--- src/hw/dcg_consts.svh ---
// Purpose: offsets, field positions, reset values and timing counts of the register bank
// Assumes: word index addressing, byte address is four times the index
// Notes: offsets marked as added have no printed address
`ifndef DCG_CONSTS_SVH
`define DCG_CONSTS_SVH
// ==========================================================================
// register indices
`define DCG_IDX_PRIMARY_CONTROL 8'h01
`define DCG_IDX_DEVICE_FLAGS 8'h03
`define DCG_IDX_OUTPUT_LAYOUT 8'h04
`define DCG_IDX_EXPOSURE 8'h05
`define DCG_IDX_HW_IDENTITY 8'h06
`define DCG_IDX_BOARD_REV 8'h07
`define DCG_IDX_SW_REV 8'h08
`define DCG_IDX_ILLUM_FREQ 8'h09
`define DCG_IDX_ACQ_RATE 8'h0A
`define DCG_IDX_OPTICS 8'h0B
`define DCG_IDX_SERIAL_LOW 8'h0C
`define DCG_IDX_SERIAL_HIGH 8'h0D
`define DCG_IDX_TALLY 8'h0E
`define DCG_IDX_VALID_LOWER 8'h0F
`define DCG_IDX_VALID_UPPER 8'h10
`define DCG_IDX_SECONDARY 8'h19
`define DCG_IDX_PROC_DUR 8'h1A
`define DCG_IDX_EMIT_TEMP 8'h1B
`define DCG_IDX_BASE_TEMP 8'h1C
`define DCG_IDX_LIN_AMP 8'h1D
`define DCG_IDX_LIN_PHASE 8'h1E
`define DCG_IDX_UNLOCK_KEY 8'h22
`define DCG_IDX_EMIT_LIMIT 8'h24
`define DCG_IDX_HFOV 8'h26
`define DCG_IDX_VFOV 8'h27
`define DCG_IDX_POSTPONE 8'h2B
`define DCG_IDX_BOOT_INFO 8'h2C
`define DCG_IDX_THERM_SLOPE 8'h2D
// ==========================================================================
// field positions
`define DCG_PC_VIDEO 0
`define DCG_PC_TRIGGER 4
`define DCG_PC_CLEAR 6
`define DCG_PC_BOOT 8
`define DCG_FL_BOOT 0
`define DCG_FL_READY 1
`define DCG_FL_CALIB 2
`define DCG_FL_EMIT_ERR 3
`define DCG_FL_BASE_ERR 4
`define DCG_FL_CAL_MISS 5
`define DCG_FL_FACTORY 6
`define DCG_FL_FAULTY 12
`define DCG_FMT_LSB 3
`define DCG_FMT_MSB 6
`define DCG_SC_AUTO_EXP 3
`define DCG_SC_EXTREMES 7
`define DCG_SC_LED_OFF 8
`define DCG_SC_MEDIAN 11
`define DCG_BOOT_CNT_LSB 13
// ==========================================================================
// reset values and limits
`define DCG_RST_PRIMARY 16'h0001
`define DCG_RST_LAYOUT 16'h0000
`define DCG_RST_EXPOSURE 16'h05DC
`define DCG_RST_ILLUM_FREQ 16'h4E20
`define DCG_RST_ACQ_RATE 16'h0028
`define DCG_RST_OPTICS 16'h005A
`define DCG_RST_VALID_LOWER 16'h0064
`define DCG_RST_VALID_UPPER 16'h3A98
`define DCG_RST_SECONDARY 16'h0800
`define DCG_RST_LIN_AMP 16'h01AF
`define DCG_RST_LIN_PHASE 16'h1B58
`define DCG_RST_UNLOCK_KEY 16'h0000
`define DCG_RST_EMIT_LIMIT 16'h2328
`define DCG_RST_POSTPONE 16'h0000
`define DCG_RST_THERM_SLOPE 16'h1004
`define DCG_EXPOSURE_MIN 16'h0032
`define DCG_EXPOSURE_MAX 16'h61A8
`define DCG_UNLOCK_VALUE 16'h4877
`define DCG_TEMP_ABSENT 16'hFFFF
`define DCG_MASK_PRIMARY 16'h0001
`define DCG_MASK_LAYOUT 16'h0078
`define DCG_MASK_OPTICS 16'h00FF
`define DCG_MASK_SECONDARY 16'h0988
// ==========================================================================
// timing: postpone counts in microseconds, processing time in 100 us units
`define DCG_CLK_MHZ 50
`define DCG_US_CYCLES (`DCG_CLK_MHZ)
`define DCG_TICK_US 100
`endif

--- src/hw/dcg_pkg.sv ---
// Purpose: types shared by the register bank
// Assumes: constants come from dcg_consts.svh
// Notes: none
`default_nettype none
package dcg_pkg;
  typedef struct packed {
    logic video_mode;
    logic auto_exposure;
    logic segment_extremes;
    logic status_led_off;
    logic median_min;
    logic [3:0] layout;
    logic [7:0] lens_angle;
  } dcg_ctrl_s;
  typedef struct packed {
    logic calibrating;
    logic emit_sensor_err;
    logic base_sensor_err;
    logic calib_missing;
    logic factory_loaded;
    logic [15:0] emit_temp;
    logic [15:0] base_temp;
  } dcg_sense_s;
  typedef enum logic [1:0] {DCG_IDLE, DCG_WAIT, DCG_BUSY} dcg_cap_e;
endpackage
`default_nettype wire

--- src/hw/dcg_regs.sv ---
// Purpose: general control and status register bank of a depth camera, Avalon-MM slave
// Assumes: 50 MHz clock, 16-bit registers in the low half of 32-bit words
// Notes: capture engine sits outside; this bank sequences trigger, delay and tallies
//
// Design decision made here: the Avalon-MM interface to the registers.
`include "dcg_consts.svh"
`default_nettype none
module dcg_regs #(
  parameter logic [15:0] HW_IDENTITY = 16'h1234, // arbitrary value
  parameter logic [15:0] BOARD_REV = 16'h0011,
  parameter logic [15:0] SW_REV = 16'h0841,
  parameter logic [31:0] SERIAL = 32'h0000_0001,
  parameter logic [15:0] HFOV = 16'h2328,
  parameter logic [15:0] VFOV = 16'h1770
) (
  // clock and reset
  input wire logic clk_sys_i,
  input wire logic rst_i,
  // avalon-mm slave
  input wire logic [7:0] avs_address_i,
  input wire logic avs_read_i,
  input wire logic avs_write_i,
  input wire logic [31:0] avs_writedata_i,
  input wire logic [3:0] avs_byteenable_i,
  output logic [31:0] avs_readdata_o,
  output logic avs_waitrequest_o,
  output logic [1:0] avs_response_o,
  // capture engine
  input wire logic hw_trigger_i,
  input wire logic frame_done_i,
  input wire logic frame_faulty_i,
  input wire logic [15:0] pixel_amplitude_i,
  output logic capture_start_o,
  output logic pixel_valid_o,
  output dcg_pkg::dcg_ctrl_s ctrl_o,
  output logic [15:0] exposure_o,
  // sensors and firmware status
  input wire dcg_pkg::dcg_sense_s sense_i,
  input wire logic boot_trial_i,
  input wire logic firmware_alive_i,
  input wire logic bootloader_active_i,
  output logic boot_request_o,
  // command port
  output logic command_unlocked_o
);
  import dcg_pkg::*;

  // ==========================================================================
  // bus handshake: one wait cycle, answer on the second edge
  logic ack;
  logic req;
  logic wr_hit;
  logic [15:0] wdata;
  assign req = (avs_read_i | avs_write_i) & ~ack;
  assign wr_hit = avs_write_i & ~ack;
  assign wdata = avs_writedata_i[15:0];

  always_ff @(posedge clk_sys_i or posedge rst_i)
  begin
    if (rst_i)
      ack <= 1'b0;
    else
      ack <= req;
  end

  always_ff @(posedge clk_sys_i or posedge rst_i)
  begin
    if (rst_i)
      avs_waitrequest_o <= 1'b1;
    else
      avs_waitrequest_o <= ~req;
  end

  // low byte lanes carry the 16-bit register
  function automatic logic [15:0] merge(input logic [15:0] old, input logic [15:0] nw,
                                        input logic [1:0] be);
    merge = {be[1] ? nw[15:8] : old[15:8], be[0] ? nw[7:0] : old[7:0]};
  endfunction

  function automatic logic wr_at(input logic [7:0] idx);
    wr_at = wr_hit && (avs_address_i == idx);
  endfunction

  // ==========================================================================
  // writable registers
  logic [15:0] primary_control, output_layout_select, exposure_duration;
  logic [15:0] illumination_frequency, acquisition_rate, optics_setup;
  logic [15:0] validity_amplitude_lower, validity_amplitude_upper, secondary_control;
  logic [15:0] linearization_amplitude, linearization_phase, command_unlock_key;
  logic [15:0] emitter_temperature_limit, capture_postpone, thermal_correction_slope;
  logic [15:0] next_exposure;

  always_comb
  begin
    next_exposure = merge(exposure_duration, wdata, avs_byteenable_i[1:0]);
    if (next_exposure < `DCG_EXPOSURE_MIN)
      next_exposure = `DCG_EXPOSURE_MIN;
    else if (next_exposure > `DCG_EXPOSURE_MAX)
      next_exposure = `DCG_EXPOSURE_MAX;
  end

  always_ff @(posedge clk_sys_i or posedge rst_i)
  begin
    if (rst_i)
    begin
      primary_control <= `DCG_RST_PRIMARY;
      output_layout_select <= `DCG_RST_LAYOUT;
      exposure_duration <= `DCG_RST_EXPOSURE;
      illumination_frequency <= `DCG_RST_ILLUM_FREQ;
      acquisition_rate <= `DCG_RST_ACQ_RATE;
      optics_setup <= `DCG_RST_OPTICS;
      validity_amplitude_lower <= `DCG_RST_VALID_LOWER;
      validity_amplitude_upper <= `DCG_RST_VALID_UPPER;
      secondary_control <= `DCG_RST_SECONDARY;
      linearization_amplitude <= `DCG_RST_LIN_AMP;
      linearization_phase <= `DCG_RST_LIN_PHASE;
      command_unlock_key <= `DCG_RST_UNLOCK_KEY;
      emitter_temperature_limit <= `DCG_RST_EMIT_LIMIT;
      capture_postpone <= `DCG_RST_POSTPONE;
      thermal_correction_slope <= `DCG_RST_THERM_SLOPE;
    end
    else
    begin
      // reserved bits masked, action bits self-clear
      if (wr_at(`DCG_IDX_PRIMARY_CONTROL))
        primary_control <= merge(primary_control, wdata, avs_byteenable_i[1:0])
                           & `DCG_MASK_PRIMARY;
      if (wr_at(`DCG_IDX_OUTPUT_LAYOUT))
        output_layout_select <= merge(output_layout_select, wdata, avs_byteenable_i[1:0])
                                & `DCG_MASK_LAYOUT;
      if (wr_at(`DCG_IDX_EXPOSURE))
        exposure_duration <= next_exposure;
      if (wr_at(`DCG_IDX_ILLUM_FREQ))
        illumination_frequency <= merge(illumination_frequency, wdata, avs_byteenable_i[1:0]);
      if (wr_at(`DCG_IDX_ACQ_RATE))
        acquisition_rate <= merge(acquisition_rate, wdata, avs_byteenable_i[1:0]);
      if (wr_at(`DCG_IDX_OPTICS))
        optics_setup <= merge(optics_setup, wdata, avs_byteenable_i[1:0]) & `DCG_MASK_OPTICS;
      if (wr_at(`DCG_IDX_VALID_LOWER))
        validity_amplitude_lower <= merge(validity_amplitude_lower, wdata,
                                          avs_byteenable_i[1:0]);
      if (wr_at(`DCG_IDX_VALID_UPPER))
        validity_amplitude_upper <= merge(validity_amplitude_upper, wdata,
                                          avs_byteenable_i[1:0]);
      if (wr_at(`DCG_IDX_SECONDARY))
        secondary_control <= merge(secondary_control, wdata, avs_byteenable_i[1:0])
                             & `DCG_MASK_SECONDARY;
      if (wr_at(`DCG_IDX_LIN_AMP))
        linearization_amplitude <= merge(linearization_amplitude, wdata,
                                         avs_byteenable_i[1:0]);
      if (wr_at(`DCG_IDX_LIN_PHASE))
        linearization_phase <= merge(linearization_phase, wdata, avs_byteenable_i[1:0]);
      if (wr_at(`DCG_IDX_UNLOCK_KEY))
        command_unlock_key <= merge(command_unlock_key, wdata, avs_byteenable_i[1:0]);
      if (wr_at(`DCG_IDX_EMIT_LIMIT))
        emitter_temperature_limit <= merge(emitter_temperature_limit, wdata,
                                           avs_byteenable_i[1:0]);
      if (wr_at(`DCG_IDX_POSTPONE))
        capture_postpone <= merge(capture_postpone, wdata, avs_byteenable_i[1:0]);
      if (wr_at(`DCG_IDX_THERM_SLOPE))
        thermal_correction_slope <= merge(thermal_correction_slope, wdata,
                                          avs_byteenable_i[1:0]);
    end
  end

  // action strobes from a primary control write
  logic pc_wr;
  // plain operands: a function reading module signals would not wake the assign
  assign pc_wr = wr_hit & (avs_address_i == `DCG_IDX_PRIMARY_CONTROL) & avs_byteenable_i[0];
  logic sw_trigger, clear_flags;
  // trigger honoured only in manual mode
  assign sw_trigger = pc_wr & wdata[`DCG_PC_TRIGGER] & ~primary_control[`DCG_PC_VIDEO];
  assign clear_flags = pc_wr & wdata[`DCG_PC_CLEAR];

  always_ff @(posedge clk_sys_i or posedge rst_i)
  begin
    if (rst_i)
      boot_request_o <= 1'b0;
    else
      boot_request_o <= wr_at(`DCG_IDX_PRIMARY_CONTROL) & avs_byteenable_i[1]
                        & wdata[`DCG_PC_BOOT];
  end

  // ==========================================================================
  // pin inputs: three stages, change accepted when stages two and three agree
  logic [2:0] trig_sync;
  logic trig_level, trig_prev;
  always_ff @(posedge clk_sys_i or posedge rst_i)
  begin
    if (rst_i)
    begin
      trig_sync <= 3'h0;
      trig_level <= 1'b0;
      trig_prev <= 1'b0;
    end
    else
    begin
      trig_sync <= {trig_sync[1:0], hw_trigger_i};
      if (trig_sync[1] == trig_sync[2])
        trig_level <= trig_sync[2];
      trig_prev <= trig_level;
    end
  end

  // ==========================================================================
  // capture sequencing with postpone in microseconds
  dcg_cap_e cap_state;
  logic [5:0] us_div;
  logic [15:0] delay_cnt;
  logic trig_any;
  logic video_kick;
  assign trig_any = sw_trigger | (trig_level & ~trig_prev);
  assign video_kick = primary_control[`DCG_PC_VIDEO];

  always_ff @(posedge clk_sys_i or posedge rst_i)
  begin
    if (rst_i)
    begin
      cap_state <= DCG_IDLE;
      us_div <= 6'h00;
      delay_cnt <= 16'h0000;
      capture_start_o <= 1'b0;
    end
    else
    begin
      capture_start_o <= 1'b0;
      case (cap_state)
        DCG_IDLE:
          if (trig_any | video_kick)
          begin
            delay_cnt <= capture_postpone;
            us_div <= 6'h00;
            cap_state <= DCG_WAIT;
          end
        DCG_WAIT:
          if (delay_cnt == 16'h0000)
          begin
            capture_start_o <= 1'b1;
            cap_state <= DCG_BUSY;
          end
          else if (us_div == 6'(`DCG_US_CYCLES - 1))
          begin
            us_div <= 6'h00;
            delay_cnt <= delay_cnt - 16'h0001;
          end
          else
            us_div <= us_div + 6'h01;
        DCG_BUSY:
          if (frame_done_i)
            cap_state <= DCG_IDLE;
        default:
          cap_state <= DCG_IDLE;
      endcase
    end
  end

  // ==========================================================================
  // frame tally and processing time
  logic [15:0] captured_image_tally, processing_duration, proc_cnt;
  logic [12:0] tick_div;
  // count frames, time processing in 100 us ticks
  always_ff @(posedge clk_sys_i or posedge rst_i)
  begin
    if (rst_i)
    begin
      captured_image_tally <= 16'h0000;
      processing_duration <= 16'h0000;
      proc_cnt <= 16'h0000;
      tick_div <= 13'h0000;
    end
    else if (capture_start_o)
    begin
      proc_cnt <= 16'h0000;
      tick_div <= 13'h0000;
    end
    else if (cap_state == DCG_BUSY)
    begin
      if (frame_done_i)
      begin
        captured_image_tally <= captured_image_tally + 16'h0001;
        processing_duration <= proc_cnt;
      end
      else if (tick_div == 13'(`DCG_US_CYCLES * `DCG_TICK_US - 1))
      begin
        tick_div <= 13'h0000;
        proc_cnt <= proc_cnt + 16'h0001;
      end
      else
        tick_div <= tick_div + 13'h0001;
    end
  end

  // ==========================================================================
  // status flags: sticky frame flags, set wins over clear
  logic frame_ready, frame_faulty;
  always_ff @(posedge clk_sys_i or posedge rst_i)
  begin
    if (rst_i)
    begin
      frame_ready <= 1'b0;
      frame_faulty <= 1'b0;
    end
    else
    begin
      if (frame_done_i & cap_state == DCG_BUSY)
        frame_ready <= 1'b1;
      else if (clear_flags)
        frame_ready <= 1'b0;
      if (frame_done_i & frame_faulty_i & cap_state == DCG_BUSY)
        frame_faulty <= 1'b1;
      else if (clear_flags)
        frame_faulty <= 1'b0;
    end
  end

  logic [15:0] device_flags;
  always_comb
  begin
    device_flags = 16'h0000;
    device_flags[`DCG_FL_BOOT] = bootloader_active_i;
    device_flags[`DCG_FL_READY] = frame_ready;
    device_flags[`DCG_FL_CALIB] = sense_i.calibrating;
    device_flags[`DCG_FL_EMIT_ERR] = sense_i.emit_sensor_err;
    device_flags[`DCG_FL_BASE_ERR] = sense_i.base_sensor_err;
    device_flags[`DCG_FL_CAL_MISS] = sense_i.calib_missing;
    device_flags[`DCG_FL_FACTORY] = sense_i.factory_loaded;
    device_flags[`DCG_FL_FAULTY] = frame_faulty;
  end

  // boot attempt counter, saturating, cleared by firmware
  logic [2:0] boot_cnt;
  always_ff @(posedge clk_sys_i or posedge rst_i)
  begin
    if (rst_i)
      boot_cnt <= 3'h0;
    else if (boot_trial_i & boot_cnt != 3'h7)
      boot_cnt <= boot_cnt + 3'h1;
    else if (firmware_alive_i)
      boot_cnt <= 3'h0;
  end

  logic [15:0] emit_temp, base_temp;
  assign emit_temp = sense_i.emit_sensor_err ? `DCG_TEMP_ABSENT : sense_i.emit_temp;
  assign base_temp = sense_i.base_sensor_err ? `DCG_TEMP_ABSENT : sense_i.base_temp;

  // ==========================================================================
  // read mux; unmapped reads zero with a decode error response
  logic [15:0] rd;
  logic hit;
  always_comb
  begin
    hit = 1'b1;
    case (avs_address_i)
      `DCG_IDX_PRIMARY_CONTROL: rd = primary_control;
      `DCG_IDX_DEVICE_FLAGS: rd = device_flags;
      `DCG_IDX_OUTPUT_LAYOUT: rd = output_layout_select;
      `DCG_IDX_EXPOSURE: rd = exposure_duration;
      `DCG_IDX_HW_IDENTITY: rd = HW_IDENTITY;
      `DCG_IDX_BOARD_REV: rd = BOARD_REV;
      `DCG_IDX_SW_REV: rd = SW_REV;
      `DCG_IDX_ILLUM_FREQ: rd = illumination_frequency;
      `DCG_IDX_ACQ_RATE: rd = acquisition_rate;
      `DCG_IDX_OPTICS: rd = optics_setup;
      `DCG_IDX_SERIAL_LOW: rd = SERIAL[15:0];
      `DCG_IDX_SERIAL_HIGH: rd = SERIAL[31:16];
      `DCG_IDX_TALLY: rd = captured_image_tally;
      `DCG_IDX_VALID_LOWER: rd = validity_amplitude_lower;
      `DCG_IDX_VALID_UPPER: rd = validity_amplitude_upper;
      `DCG_IDX_SECONDARY: rd = secondary_control;
      `DCG_IDX_PROC_DUR: rd = processing_duration;
      `DCG_IDX_EMIT_TEMP: rd = emit_temp;
      `DCG_IDX_BASE_TEMP: rd = base_temp;
      `DCG_IDX_LIN_AMP: rd = linearization_amplitude;
      `DCG_IDX_LIN_PHASE: rd = linearization_phase;
      `DCG_IDX_UNLOCK_KEY: rd = command_unlock_key;
      `DCG_IDX_EMIT_LIMIT: rd = emitter_temperature_limit;
      `DCG_IDX_HFOV: rd = HFOV;
      `DCG_IDX_VFOV: rd = VFOV;
      `DCG_IDX_POSTPONE: rd = capture_postpone;
      `DCG_IDX_BOOT_INFO: rd = {boot_cnt, 13'h0000};
      `DCG_IDX_THERM_SLOPE: rd = thermal_correction_slope;
      default:
      begin
        rd = 16'h0000;
        hit = 1'b0;
      end
    endcase
  end

  always_ff @(posedge clk_sys_i or posedge rst_i)
  begin
    if (rst_i)
    begin
      avs_readdata_o <= 32'h0000_0000;
      avs_response_o <= 2'h0;
    end
    else if (req)
    begin
      avs_readdata_o <= avs_read_i ? {16'h0000, rd} : 32'h0000_0000;
      avs_response_o <= hit ? 2'h0 : 2'h3;
    end
  end

  // ==========================================================================
  // registered outputs to the capture engine and the command port
  always_ff @(posedge clk_sys_i or posedge rst_i)
  begin
    if (rst_i)
    begin
      ctrl_o <= '0;
      exposure_o <= `DCG_RST_EXPOSURE;
      pixel_valid_o <= 1'b0;
      command_unlocked_o <= 1'b0;
    end
    else
    begin
      ctrl_o.video_mode <= primary_control[`DCG_PC_VIDEO];
      ctrl_o.auto_exposure <= secondary_control[`DCG_SC_AUTO_EXP];
      ctrl_o.segment_extremes <= secondary_control[`DCG_SC_EXTREMES];
      ctrl_o.status_led_off <= secondary_control[`DCG_SC_LED_OFF];
      ctrl_o.median_min <= secondary_control[`DCG_SC_MEDIAN];
      ctrl_o.layout <= output_layout_select[`DCG_FMT_MSB:`DCG_FMT_LSB];
      ctrl_o.lens_angle <= optics_setup[7:0];
      exposure_o <= exposure_duration;
      pixel_valid_o <= pixel_amplitude_i >= validity_amplitude_upper;
      // key match unlocks the command port
      command_unlocked_o <= command_unlock_key == `DCG_UNLOCK_VALUE;
    end
  end
endmodule
`default_nettype wire

--- config.mk ---
export PLATFORM = sky130hd
export DESIGN_NAME = dcg_regs
export DESIGN_NICKNAME = d
export VERILOG_FILES = /design/src/hw/dcg_pkg.sv /design/src/hw/dcg_regs.sv
export VERILOG_INCLUDE_DIRS = /design/src /design/src/hw
export SDC_FILE = /design/constraint.sdc
export NUM_CORES = 1
export LEC_CHECK = 0
export BUFFER_PORTS_ARGS = -buffer_cell sky130_fd_sc_hd__clkbuf_2
export CAP_MARGIN = 40
export CORE_MARGIN = 2
export CORE_UTILIZATION = 60
export CTS_CLUSTER_DIAMETER = 100
export DETAILED_ROUTE_END_ITERATION = 16
export PLACE_DENSITY = 0.78
export SYNTH_ARGS = -nofsm -noshare
export SYNTH_HDL_FRONTEND = slang
export SYNTH_SLANG_ARGS = --single-unit
--- constraint.sdc ---
create_clock -name clk_sys_i -period 16.7 [get_ports clk_sys_i]
set_clock_uncertainty 0.05 [all_clocks]
set_input_delay 3.34 -clock clk_sys_i [delete_from_list [all_inputs] [get_ports clk_sys_i]]
set_output_delay 3.34 -clock clk_sys_i [all_outputs]
set_load 0.01 [all_outputs]
==> tab_implementation.tex <==
\begin{tabular}{lr}
\hline
Metric & Value \\
\hline
\multicolumn{2}{l}{\textbf{Yosys}} \\
\quad Share of flip-flops with an asynchronous set or reset after synthesis & 100\% \\
\quad Number of flops mapped to enable cells by yosys & 0 \\
\quad Avg Synthesized Cell Area & 11.0 um\^{}2 \\
\quad Number of warnings issued by yosys & 0 \\
\quad Netlist cell types & 88 \\
\quad Sequential cell area fraction in the yosys report & 50.2\% \\
\quad Post-synthesis cell count & 1580 \\
\quad Most common flop cell mapped by yosys & dfrtp\_1 \\
\quad Synth Cell Area & 17300 um\^{}2 \\
\quad Yosys reg bits & 344 \\
\multicolumn{2}{l}{\textbf{Floorplanning}} \\
\quad Top-Level Pins & 179 \\
\quad Full die area & 30200 um\^{}2 \\
\quad Cell row count & 62 \\
\quad Horizontal extent of the die & 174 um \\
\quad Core Area & 28500 um\^{}2 \\
\quad Overall die height & 174 um \\
\quad Initial cell density of the core & 60.6\% \\
\multicolumn{2}{l}{\textbf{Route}} \\
\quad Total Wirelength & 54.7 mm \\
\quad Via total after detailed routing & 14304 \\
\quad Initial DRC Count & 1716 \\
\quad Antenna Violating Nets Remaining & 0 \\
\quad Drt wl/cell & 26.0 um \\
\quad Number of detailed-routing iterations run before antenna repair & 6 \\
\quad DRC Markers & 0 \\
\quad Vias/cell & 6.81 \\
\multicolumn{2}{l}{\textbf{STA}} \\
\quad Transition at the pin with the smallest max-transition slack & 1.11 ns \\
\quad PnR worst setup slack & 10.53 ns \\
\quad Max-slew headroom at the worst pin & 26.2\% \\
\quad Setup TNS after final layout & 0 ns \\
\quad Achievable frequency & 162 MHz \\
\quad Unrepaired setup endpoints after global routing & false \\
\quad Final Hold Violating Endpoints & 0 \\
\quad Minimum period implied by the final worst setup slack & 6.17 ns \\
\quad Number of failing setup endpoints in the final timing report & 0 \\
\quad Slew Viols, Final & 0 \\
\quad Period utilization & 36.9\% \\
\multicolumn{2}{l}{\textbf{Layout}} \\
\quad Layout Nets & 1822 \\
\quad Area overhead of the layout relative to synthesis & 12.8\% \\
\quad Number of flip-flops under the largest register name & 17 \\
\quad Combined flip-flop and latch cell area & 8680 um\^{}2 \\
\quad Area of the multi-input gates & 8020 um\^{}2 \\
\quad Fill cells & 2203 \\
\quad Number of antenna repair diodes & 0 \\
\quad Non-filler cells in the finished layout & 2100 \\
\quad Register name with the most flops & ctrl\_o \\
\quad Utilization after layout & 68.4\% \\
\quad Share of layout cells above drive strength 1 & 30.4\% \\
\multicolumn{2}{l}{\textbf{Place}} \\
\quad Number of instances in the placed design & 2036 \\
\quad Port Buffers & 144 \\
\quad DP Wirelength & 37.7 mm \\
\quad Placer's final routability congestion estimate & 1.01 \\
\quad DP Worst Slack & 10.29 ns \\
\multicolumn{2}{l}{\textbf{Worst setup path}} \\
\quad Worst Setup Path Type & primary input to flip-flop \\
\quad Delay-heaviest family, CP & simple AND/OR/NAND/NOR gates \\
\quad Worst Path Arrival & 6.52 ns \\
\quad Crit-path slowest cell & nor2b\_1 \\
\quad Kind of capture point of the worst setup path & flip-flop \\
\quad Largest stage delay on the critical path & 0.81 ns \\
\quad Endpoint required time on the critical path & 17.05 ns \\
\quad CP Cell Sequence & clkbuf\_2 > nor2b\_1 > nand2\_1 > nor3\_2 > mux2\_2 \\
\quad CP Launch Type & primary input \\
\quad Highest net fanout along the worst path & 33 \\
\quad Count of buffering cells on the critical path with inverters included & 1 \\
\multicolumn{2}{l}{\textbf{Clocking}} \\
\quad Insertion delay to the later sink of the worst-skew pair & 0.53 ns \\
\quad Root buffer cell & clkbuf\_16 \\
\quad Maximum root-to-sink buffer count & 3 \\
\quad Post-cts gate resize count & 0 \\
\quad \# hold bufs at CTS & 0 \\
\quad Total CTS buffers & 36 \\
\quad Level count of the clock H-tree & 2 \\
\quad CTS Sinks & 344 \\
\quad Total setup buffers inserted after CTS & 0 \\
\quad Clock slew at reported path FFs & 0.06 ns \\
\quad TritonCTS clock tree & built \\
\multicolumn{2}{l}{\textbf{Status}} \\
\quad Status & finished clean \\
\multicolumn{2}{l}{\textbf{Global routing}} \\
\quad Pin count of the biggest net entering global routing & 193 \\
\quad Global-route wire length before repair & 83.3 mm \\
\quad Aggregate global routing overflow & 0 \\
\quad Number of global-route vias before repair & 14101 \\
\quad Overall routing resource usage & 36.1\% \\
\quad Initial antenna violation count & 1 \\
\multicolumn{2}{l}{\textbf{Pwr}} \\
\quad Worst-case vdd ir drop & 0.0763 mV \\
\quad Pwr Total & 2.03 mW \\
\quad Leakage component of the power & 8.81 nW \\
\quad P per Cell Area & 104 nW/um\^{}2 \\
\multicolumn{2}{l}{\textbf{Worst hold path}} \\
\quad Type of the tightest min-delay check & flip-flop to flip-flop \\
\multicolumn{2}{l}{\textbf{Flow run}} \\
\quad Number of maximum-capacitance violations & 0 \\
\hline
\end{tabular}
## routing by layer
metal	part of all wire, %	track usage [%]
met5	0.024	0
met1	38	48.1
met2	44	54.2
met4	6.9	20.6
met3	11	8.82
## where the power goes
group          switching (mW)  internal (mW)
Clock                   0.331          0.511
Combinational           0.175         0.0940
Sequential             0.0442          0.879
## final cells by class
type / instances / area share (%)
well taps: 384 / 2.46
multi-input cells: 1097 / 41.1
flip-flops and latches: 344 / 44.5
clock inverters: 11 / 0.936
inverters: 39 / 0.788
clock buffers: 53 / 5.36
repair buffers: 172 / 4.90
## cells in the final DEF, fill, tap and decap left out, types with 26 or more instances in the layout
cell / count
dfstp_2: 59
a21oi_1: 33
clkbuf_2: 144
o21ai_0: 82
nand3_1: 49
inv_1: 38
clkbuf_16: 37
a22oi_1: 48
dfrtp_1: 285
xor2_1: 26
mux2_2: 191
nor2_1: 88
nand2_1: 119
## worst paths after layout
kind / start / end / slack (ns) / depth (start not counted)
setup / recovery: avs_address_i[3] / optics_setup[0]$_DFFE_PP0P_ / 10.53 / 5
hold / removal: trig_sync[0]$_DFF_PP0_ / trig_sync[1]$_DFF_PP0_ / 0.31 / 0
setup reg to reg: ack$_DFF_PP0_ / delay_cnt[11]$_DFFE_PP0P_ / 13.69 / 7
hold reg to reg: trig_sync[0]$_DFF_PP0_ / trig_sync[1]$_DFF_PP0_ / 0.31 / 0
max in group asynchronous: rst_i / illumination_frequency[3]$_DFFE_PP0P_ / 12.32 / 3
min in group asynchronous: rst_i / tick_div[7]$_DFFE_PP0P_ / 2.83 / 2
## through the flow
| step | cell area, um^2 | hold slack, ns |
|---|---|---|
| 6_report | 19500 | 0.308 |
| 5_1_grt | 19500 | 0.316 |
| 4_1_cts | 19500 | 0.315 |
| 3_5_place_dp | 18300 | 0.301 |
| 3_3_place_gp | 18200 | 0.284 |
| 2_1_floorplan | 17400 | 0.281 |
## cell usage after synthesis (24+ instances only)
cell,n,area (um^2)
dfstp_2,59,1550
o21ai_0,83,415
a22o_1,24,210
inv_1,39,146
dfrtp_1,285,7130
o22ai_1,25,156
a22oi_1,48,360
a21oi_1,33,165
nand3_1,49,245
ha_1,25,313
nand2_1,119,447
buf_2,29,145
nor2_1,88,330
mux2_2,191,2150
clkbuf_1,63,236
xor2_1,26,228
## cell families after synthesis
kind of cell / count (synthesis) / share of synthesized area (%)
xor+xnor: 39 / 1.97
compound gates: 370 / 15.3
fa+ha+maj: 26 / 1.87
other cells: 1 / 0.0217
simple gates: 446 / 13.6
mux: 200 / 12.9
buf+inv: 154 / 4.05
flops: 344 / 50.2
Note: power is estimated with default switching activity, not from simulation.
